[config.mk]
export PLATFORM = sky130hd
export DESIGN_NAME = charge_limit_bank
export DESIGN_NICKNAME = d
export VERILOG_FILES = /design/src/rtl/charge_limit_pkg.sv /design/src/rtl/write_check_if.sv /design/src/rtl/charge_limit_bank.sv /design/src/rtl/write_check.sv
export VERILOG_INCLUDE_DIRS = /design/src /design/src/rtl
export SDC_FILE = /design/constraint.sdc
export NUM_CORES = 1
export LEC_CHECK = 0
export ABC_AREA = 0
export BUFFER_PORTS_ARGS = -buffer_cell sky130_fd_sc_hd__buf_2
export CORE_ASPECT_RATIO = 1.75
export CORE_MARGIN = 3
export CORE_UTILIZATION = 49
export CTS_BUF_LIST = sky130_fd_sc_hd__clkbuf_8
export DETAILED_ROUTE_END_ITERATION = 7
export PLACE_DENSITY = 0.79
export SLEW_MARGIN = 25
export SYNTH_ARGS = -nofsm -noshare
export SYNTH_HDL_FRONTEND = slang
export SYNTH_HIERARCHICAL = 1
export SYNTH_SLANG_ARGS = --single-unit
[constraint.sdc]
create_clock -name clock -period 2.6 [get_ports clock]
set_input_delay 0.26 -clock clock [delete_from_list [all_inputs] [get_ports clock]]
set_output_delay 0.26 -clock clock [all_outputs]
set_load 0.05 [all_outputs]
[src/rtl/charge_limit_params.svh]
/*
  Constants of the charge voltage limit block: command codes, field positions,
  range limits, power-on defaults and start-up timing.
  Assumes inclusion by bare name from the package and the design modules.
*/
`ifndef CHARGE_LIMIT_PARAMS_SVH
`define CHARGE_LIMIT_PARAMS_SVH

// Command codes on the host register port
`define CMD_CHARGE_CURRENT 8'h14
`define CMD_CHARGE_VOLTAGE 8'h15

// Charge voltage limit word layout
`define CVL_RSVD_HI_BIT 15
`define CVL_CODE_MSB 14
`define CVL_CODE_LSB 4
`define CVL_CODE_W 11

// Charge current setting word layout
`define CCS_RSVD_MSB 15
`define CCS_RSVD_LSB 13
`define CCS_CODE_MSB 12
`define CCS_CODE_LSB 6

// Voltage code weight and accepted range, in millivolts
`define CVL_LSB_MV 16
`define CVL_MIN_MV 1024
`define CVL_MAX_MV 19200

// Power-on defaults per cell count, in millivolts
`define CVL_DEF_1S_MV 4192
`define CVL_DEF_2S_MV 8400
`define CVL_DEF_3S_MV 12592
`define CVL_DEF_4S_MV 16800

// Reset values of the two words
`define CCS_RESET 16'h0000
`define CVL_RESET 16'h0000

// Enabled cycles after reset release before the strap is taken
`define BOOT_CYCLES 2'h2

`endif

[src/rtl/charge_limit_pkg.sv]
/*
  Types of the charge voltage limit block: the state record of the top module.
  Assumes the constants header is on the include path.
*/
`default_nettype none
package charge_limit_pkg;
  `include "charge_limit_params.svh"

  // Whole state of the register bank
  typedef struct packed {
    logic [1:0] cell_s1_r;   // Strap synchroniser, first stage
    logic [1:0] cell_s2_r;   // Strap synchroniser, second stage
    logic pg_s1_r;           // Power good synchroniser, first stage
    logic pg_s2_r;           // Power good synchroniser, second stage
    logic [1:0] boot_cnt_r;  // Start-up wait counter
    logic boot_done_r;       // Strap default taken, writes open
    logic [15:0] cvl_r;      // Charge voltage limit word
    logic [15:0] ccs_r;      // Charge current setting word
    logic [15:0] rd_data_r;  // Read answer
    logic rd_valid_r;        // Read answer strobe
    logic charge_en_r;       // Charging allowed
  } bank_state_t;
endpackage
`default_nettype wire

[src/rtl/write_check_if.sv]
/*
  Carrier between the register bank and its write checker.
  Assumes one clock domain; the signals are purely combinational.
*/
`timescale 1ns/1ps
`default_nettype none
interface write_check_if;
  logic [15:0] wdata;       // Word offered by the host
  logic [1:0] cells;        // Synchronised cell count code
  logic v_accept;           // Word is a valid in-range voltage
  logic v_zero;             // Word is zero: restore default
  logic [15:0] v_default;   // Default word for the cell count
  logic c_accept;           // Word is a valid current setting

  modport checker_side (input wdata, input cells, output v_accept, output v_zero, output v_default,
    output c_accept);
  modport bank_side (output wdata, output cells, input v_accept, input v_zero, input v_default,
    input c_accept);
endinterface
`default_nettype wire

[src/rtl/charge_limit_bank.sv]
/*
  Charge voltage limit register with the charge current setting it steers,
  reached by command code from the SMBus command decoder.
  Assumes the decoder runs on clock and gives whole 16-bit words; the
  strap and power good inputs come from pins and are synchronised here.
*/
`timescale 1ns/1ps
`default_nettype none
`include "charge_limit_params.svh"
// Overview of operation
// - One 16-bit word at command 0x15
// - Bits 14:4 voltage code, 16 mV LSB
// - Reject nonzero writes outside 1.024-19.200 V
// - Power-on default from cell count strap
// - Stored value is system regulation target
// - Zero write restores default, clears current
// - Current write after power good starts charging
// - Bit 15 set makes write invalid
// - Bits 3:0 dropped from a stored word
// - Current setting resets to zero, no charge
module charge_limit_bank (
  // Clock, reset, enable
  input wire logic clock,
  input wire logic rst_n,
  input wire logic clk_en,
  // Pins from outside the clock domain
  input wire logic [1:0] cell_count_config_pin,
  input wire logic input_power_good,
  // Host register port
  input wire logic [7:0] cmd_code,
  input wire logic wr_strobe,
  input wire logic [15:0] wr_data,
  input wire logic rd_strobe,
  output logic [15:0] rd_data,
  output logic rd_valid,
  output logic wr_busy,
  // Toward the regulation loop
  output logic [15:0] charge_voltage_limit,
  output logic [15:0] charge_voltage_command,
  output logic [15:0] charge_current_setting,
  output logic charge_enable
);
  import charge_limit_pkg::*;

  bank_state_t s_r;    // Registered state
  bank_state_t s_nxt;  // Next state
  logic wr_v;          // Write to the voltage word
  logic wr_c;          // Write to the current word

  write_check_if chk_bus ();

  // Word classifier
  write_check u_check (
    .chk(chk_bus)
  );

  assign chk_bus.wdata = wr_data;
  assign chk_bus.cells = s_r.cell_s2_r;

  // Writes are taken only after the strap default is in
  assign wr_v = wr_strobe && s_r.boot_done_r && (cmd_code == `CMD_CHARGE_VOLTAGE);
  assign wr_c = wr_strobe && s_r.boot_done_r && (cmd_code == `CMD_CHARGE_CURRENT);

  // Next state
  always_comb begin
    s_nxt = s_r;
    s_nxt.rd_valid_r = 1'b0;
    // Pin synchronisers
    s_nxt.cell_s1_r = cell_count_config_pin;
    s_nxt.cell_s2_r = s_r.cell_s1_r;
    s_nxt.pg_s1_r = input_power_good;
    s_nxt.pg_s2_r = s_r.pg_s1_r;
    // Start-up: wait for the strap to settle, then load its default
    if (!s_r.boot_done_r) begin
      if (s_r.boot_cnt_r == `BOOT_CYCLES) begin
        s_nxt.boot_done_r = 1'b1;
        s_nxt.cvl_r = chk_bus.v_default;
      end else begin
        s_nxt.boot_cnt_r = s_r.boot_cnt_r + 2'h1;
      end
    end
    // Voltage word write
    if (wr_v) begin
      if (chk_bus.v_zero) begin
        s_nxt.cvl_r = chk_bus.v_default;
        s_nxt.ccs_r = 16'h0000;
      end else if (chk_bus.v_accept) begin
        s_nxt.cvl_r = {1'b0, wr_data[`CVL_CODE_MSB:`CVL_CODE_LSB], 4'h0};
      end
      // Otherwise the word is dropped and the old value stays
    end
    // Current word write, ignored reserved low bits cleared
    if (wr_c && chk_bus.c_accept) begin
      s_nxt.ccs_r = {3'h0, wr_data[`CCS_CODE_MSB:`CCS_CODE_LSB], 6'h00};
    end
    // Power lost clears the current setting
    if (!s_r.pg_s2_r) begin
      s_nxt.ccs_r = 16'h0000;
    end
    // Charging follows the current setting while power is good
    s_nxt.charge_en_r = s_r.pg_s2_r && (s_nxt.ccs_r != 16'h0000);
    // Read answer, one cycle after the strobe
    if (rd_strobe) begin
      if (cmd_code == `CMD_CHARGE_VOLTAGE) begin
        s_nxt.rd_valid_r = 1'b1;
        s_nxt.rd_data_r = s_r.cvl_r;
      end else if (cmd_code == `CMD_CHARGE_CURRENT) begin
        s_nxt.rd_valid_r = 1'b1;
        s_nxt.rd_data_r = s_r.ccs_r;
      end
    end
  end

  // State register, frozen while the enable is low except for reset, which loads whatever the enable
  always_ff @(posedge clock) begin
    if (!rst_n) begin
      s_r <= '{cell_s1_r: 2'h0, cell_s2_r: 2'h0, pg_s1_r: 1'b0, pg_s2_r: 1'b0, boot_cnt_r: 2'h0,
        boot_done_r: 1'b0, cvl_r: `CVL_RESET, ccs_r: `CCS_RESET, rd_data_r: 16'h0000,
        rd_valid_r: 1'b0, charge_en_r: 1'b0};
    end else if (clk_en) begin
      s_r <= s_nxt;
    end
  end

  // Outputs
  assign rd_data = s_r.rd_data_r;
  assign rd_valid = s_r.rd_valid_r;
  assign wr_busy = !s_r.boot_done_r;
  assign charge_voltage_limit = s_r.cvl_r;
  assign charge_voltage_command = s_r.cvl_r;
  assign charge_current_setting = s_r.ccs_r;
  assign charge_enable = s_r.charge_en_r;
endmodule
`default_nettype wire

[src/rtl/write_check.sv]
/*
  Write checker: classifies a host word for the voltage and current words
  and gives the cell-count default.
  Assumes wdata and cells are stable in the cycle of the write strobe.
*/
`timescale 1ns/1ps
`default_nettype none
`include "charge_limit_params.svh"
module write_check (
  // Link to the bank
  write_check_if.checker_side chk
);
  import charge_limit_pkg::*;

  // Range ends as voltage codes
  localparam logic [10:0] CODE_MIN = 11'(`CVL_MIN_MV / `CVL_LSB_MV);
  localparam logic [10:0] CODE_MAX = 11'(`CVL_MAX_MV / `CVL_LSB_MV);

  logic [10:0] code;

  // Voltage code field, reserved low nibble dropped
  assign code = chk.wdata[`CVL_CODE_MSB:`CVL_CODE_LSB];

  // Zero word means reload the default
  assign chk.v_zero = (chk.wdata == 16'h0000);

  // In range, bit 15 clear
  assign chk.v_accept = !chk.wdata[`CVL_RSVD_HI_BIT] && (code >= CODE_MIN) && (code <= CODE_MAX);

  // Current word valid when its reserved top bits are clear
  assign chk.c_accept = (chk.wdata[`CCS_RSVD_MSB:`CCS_RSVD_LSB] == 3'h0);

  // Default word by cell count
  always_comb begin
    unique case (chk.cells)
      2'h0: chk.v_default = 16'(`CVL_DEF_1S_MV / `CVL_LSB_MV) << `CVL_CODE_LSB;
      2'h1: chk.v_default = 16'(`CVL_DEF_2S_MV / `CVL_LSB_MV) << `CVL_CODE_LSB;
      2'h2: chk.v_default = 16'(`CVL_DEF_3S_MV / `CVL_LSB_MV) << `CVL_CODE_LSB;
      2'h3: chk.v_default = 16'(`CVL_DEF_4S_MV / `CVL_LSB_MV) << `CVL_CODE_LSB;
    endcase
  end
endmodule
`default_nettype wire

### Word level (Yosys, flattened, before mapping)

Index checks and enable logic that the tools add are counted.

* add/subtract/negate cells: 1
* order comparisons: 2
* eq/ne operators: 6
* mux-type cells: 12
* bitwise logic cells: 2
* reductions and logical operators: 16

Operator list (count)
* 2-to-1 mux 16 bit: 5
* 2-to-1 mux 17 bit: 4
* case mux 16 bit (4 select lines): 1
* 2-to-1 mux 32 bit: 1
* equality test 8 x 5 -> 1 bit, second input constant: 2
* zero test 16 bit: 1
* nonzero test 16 bit: 1
* greater-or-equal comparator 11 x 7 -> 1 bit, second input constant: 1
* less-or-equal comparator 11 bit, second input constant: 1
* logical AND 1 bit: 7
* equality test 2 bit, second input constant: 3
* AND reduction 3 bit: 2
* zero test 3 bit: 1
* adder 2 x 1 -> 2 bit, second input constant: 1
* equality test 2 x 1 -> 1 bit, second input constant: 1
* zero test 1 bit: 2
* zero test 2 bit: 1
* NOT 1 bit: 2
* nonzero test 2 bit: 1
* 2-to-1 mux 1 bit: 1

* flip-flop bits (word level): 59
* bits of input ports: 32
* output and inout bits: 67
* word-level logic and storage cells: 50

### Longest topological paths before layout

* depth after elaboration: 11
* depth in mapped cells: 8
* mapped depth without buffers: 7

### By module

Netlist, hierarchy kept.

By module, submodules not included
* charge_limit_bank: instances 1, cells an instance 338, area each 3098.0 µm², seq. area each 1181.1 µm²
* write_check: instances 1, cells an instance 35, area each 267.8 µm², seq. area each 0.0 µm²

### Worst setup path after synthesis

OpenSTA, ideal clock, no wires.

* path kind: input to register
* start point: input wr_data[11]
* end point: register s_r, in the netlist charge_current_setting[12]
* library setup time: 0.117 ns
* data arrival time: 2.327 ns
* required time: 2.483 ns
* slack: 0.156 ns
* cell stages on the path: 7
* path buffers: 1
* path through: or4_4 > nor3_1 > mux2i_1 > or4_4 > o21ba_4 > buf_6 > a22o_1

* word-level cells in the longest chain between the ends: 5

Ends and longest elaborated chain
* start, declared: line charge_limit_bank.sv:32 `input wire logic [15:0] wr_data,`
* zero test 16 bit: line write_check.sv:25 `assign chk.v_zero = (chk.wdata == 16'h0000);`
* named net chk_bus.v_zero: line write_check_if.sv:11 `logic v_zero;`
* 2-to-1 mux 16 bit: line charge_limit_bank.sv:84 `if (chk_bus.v_zero) begin`
* 2-to-1 mux 32 bit: line charge_limit_bank.sv:83 `if (wr_v) begin`
* 2-to-1 mux 16 bit: line charge_limit_bank.sv:93 `if (wr_c && chk_bus.c_accept) begin`
* 2-to-1 mux 16 bit: line charge_limit_bank.sv:97 `if (!s_r.pg_s2_r) begin`
* end signal, assigned: line charge_limit_bank.sv:117 `s_r <= '{cell_s1_r: 2'h0, cell_s2_r: 2'h0, pg_s1_r: 1'b0, pg_s2_r: 1'b0, boot_cnt_r: 2'h0,`
* end signal, assigned: line charge_limit_bank.sv:121 `s_r <= s_nxt;`
* end, declared: line charge_limit_bank.sv:45 `bank_state_t s_r;`

The timed path passes the listed nets, and every way through them passes these cells.
A chain may end at the register's enable or synchronous reset.

### Worst setup path after layout

* start point: input wr_data[11]
* end point: register s_r, in the netlist charge_voltage_command[10]

* elaborated cells between the ends (all ways): 8
* classes of those cells: 2 x order compare; 3 x mux; 3 x reduce/logical

RTL lines (line)
* zero test 16 bit: write_check.sv:25
* named net chk_bus.v_zero: write_check_if.sv:11
* 2-to-1 mux 16 bit: charge_limit_bank.sv:84
* 2-to-1 mux 32 bit: charge_limit_bank.sv:83

The timed path passes the listed nets, and every way through them passes these cells.

==> metrics.md <==
| Metric | Value |
|---|---|
| P_sw | 633.1 µW |
| CTS Buffer Depth | 2 |
| Site row count | 39 |
| #FFs+latches synth | just under 60 |
| LEAKAGE | 0.001676 µW |
| Initial antenna violation count | 0 |
| Final hold viol count | 0 |
| Clock Skew | 0.005762 ns |
| Min-Delay Path Class | in2reg |
| Max Slew Vio Count | 0 |
| Largest net degree at the start of global routing | 34 |
| Fmax | 457.5 MHz |
| Final Util | 0.5485 |
| Layout area overhead | 7.361% |
| Syn Area/Cell | 9.023 µm² |
| Relative slew slack | 0.4727 |
| Cell variety after synth | 48 |
| Setup violators final | 0 |
| GR Util All Layers | 0.2142 |
| Primary FF master, synth | dfxtp_1 |
| Crit end category | register |
| # diodes | 0 |
| Cts repair resizes | 0 |
| Vias per cell | 5.595 |
| Fin cells | 494 |
| Register area share after synthesis | 0.3509 |
| Starting Density | 0.5109 |
| Fin Setup TNS | 0 ns |
| DR vias | roughly 2800 |
| Unrepaired setup endpoints after global routing | no |
| Post-Synthesis Cell Area | 3366 µm² |
| Synthesized netlist cell count | approximately 370 |
| Vias in the first global route | 2804 |
| Sw Share | 0.3034 |
| Asr flop ratio synth | 0 |
| Share of power burned in registers | 0.463 |
| CTS clk-pin slew, worst paths | 0.06 ns |
| CTS buffer count | 9 |
| Number of clock sinks | 59 |
| WS Path Type | in2reg |
| Gate power share | 0.194 |
| Die area | 7939 µm² |
| Tcrit/Tclk final | 0.8406 |
| Layout Nets | roughly 450 |
| Detailed Routing Iterations Pass 1 | 4 |
| HPWL Detailed | slightly above 6000 µm |
| Area leader, netlist | dfxtp_1 |
| Crit path DAT | 2.40 ns |
| Number of synthesized flops with an enable pin | 0 |
| # port buffers | approximately 100 |
| Die height | between 100 and 150 µm |
| First-pass GRT wire length | 12910 µm |
| CTS tree | yes |
| DRC Markers | 0 |
| Yosys Warn Count | 6 |
| Int Pwr | 1453 µW |
| Starting DRT DRC Count | 200 |
| Clock power share | 0.343 |
| Pwr Density | 577.4 nW/µm² |
| Min Tclk post-route | 2.186 ns |
| Design area | between 3000 and 4000 µm² |
| Worst-path fanout max | 10 |
| Total core area | 6588 µm² |
| Post-CTS setup buffer count | 0 |
| Dominant cells by area after synthesis | dfxtp_1 35%, buf_4 16%, mux2i_1 7.1% |
| Worst Tran Pin Value | 0.7837 ns |
| CP required | 2.81 ns |
| Congestion Overflow GR | 0 |
| Synth top area share | 0.3509 |
| Element type at the critical path start | input pin |
| H-tree Lvls | 3 |
| Drt wl/cell | 16.13 µm |
| Routed Antenna Nets | 0 |
| VDD IR max | 0.4170 mV |
| Final Wtd Congestion | 0.9109 |
| Outcome | finished clean |
| # IOs | 99 |
| Post-Route WL | approximately 8000 µm |
| Clock Latency Late Sink | around 0.33 ns |
| Max Cap Viol | 0 |
| Die extent in x | 68.65 µm |
| Cts hold-fix bufs | 0 |
| Cell Area, Placed | 3447 µm² |
| Layout cells sized above 1 | 0.3544 |
| Root Driver | clkbuf_8 |
| # placed instances | 480 |
## sequential cells by signal (all words and copies together) (netlist names)
register / count
charge_current_setting: 16
charge_enable: 1
charge_voltage_command: 16
chk_bus.cells: 2
rd_data: 16
rd_valid: 1
s_nxt: 3
s_r: 4
## synthesized netlist by cell type (6+ instances only)
master,instances
a22o_1,12
inv_1,6
a21oi_1,22
a211oi_1,19
mux2i_1,24
mux2_2,11
ha_1,7
nor3_1,8
a22oi_1,10
clkbuf_1,11
dfxtp_1,59
nor2_1,30
buf_4,73
nor4_1,10
and2_1,9
o21ai_0,13
## layout make-up
type,count,area [µm²]
fillers,631,2974
multi-input cells,221,1553
flip-flops and latches,59,1181
repair buffers,110,580.6
clock buffers,11,151.4
well taps,82,102.6
inverters,8,30.03
clock inverters,3,15.01
## cell usage in the layout, fill, tap and decap left out, types with 11 or more instances in the layout
| master | n |
|---|---|
| buf_4 | 12 |
| dfxtp_1 | 59 |
| nor2_1 | 30 |
| clkbuf_8 | 11 |
| mux2_2 | 11 |
| a22o_1 | 12 |
| a21oi_1 | 22 |
| buf_2 | 98 |
| mux2i_1 | 24 |
| o21ai_0 | 13 |
| a211oi_1 | 19 |
## logic make-up after synthesis
kind of cell | after synthesis | share of synthesized area
adder cells (fa/ha/maj) | 7 | 0.02602
AO/OA/AOI/OAI | 84 | 0.1703
other | 1 | 0.001114
buffers and inverters | 100 | 0.1970
XOR/XNOR | 1 | 0.002603
multiplexers | 35 | 0.1082
AND/OR/NAND/NOR | 86 | 0.1439
flip-flops | 59 | 0.3509
## through the flow
| stage | total power [µW] | hold WS [ns] | setup WS, ns |
|---|---|---|---|
| floorplan | 1330 | 0.3855 | 0.1563 |
| global placement | 1379 | 0.4731 | 0.1842 |
| detailed placement | 1389 | 0.4910 | 0.1448 |
| CTS | 2089 | 0.1634 | 0.4423 |
| global route | 2173 | 0.1667 | 0.3259 |
| finish | 2087 | 0.1674 | 0.4144 |
## power groups by stage
stage               Clock [µW]  Combinational [µW]  Sequential (µW)
floorplan                    0                 355              975
global placement             0                 395              984
detailed placement           0                 403              987
CTS                        719                 404              967
global route               767                 435              971
finish                     716                 404              966
## per-layer routing
metal  track usage  vias up  part of all wire
met1        0.2303     1308              0.38
met3       0.04753       29             0.055
met4        0.1089        0             0.038
met2        0.3772      103              0.53
met5             0        -                 0
li1              -     1324                 -
## worst paths after layout
kind,start,to,slack (ns),cells past startpoint
hold reg to reg,rd_data[3],rd_data[3],0.50,2
hold / removal,cell_count_config_pin[1],s_nxt[56],0.17,3
setup / recovery,wr_data[11],charge_voltage_command[10],0.41,7
setup reg to reg,s_r[51],charge_voltage_command[3],0.71,6
## worst max-delay path, stage by stage
cell and delay (ns):
buf_2 0.14, or4_4 0.54, nor3_1 0.36, nor2_1 0.10, or4_1 0.62, a22oi_1 0.26
a21oi_1 0.10
Power figures use the tool's default switching activity.
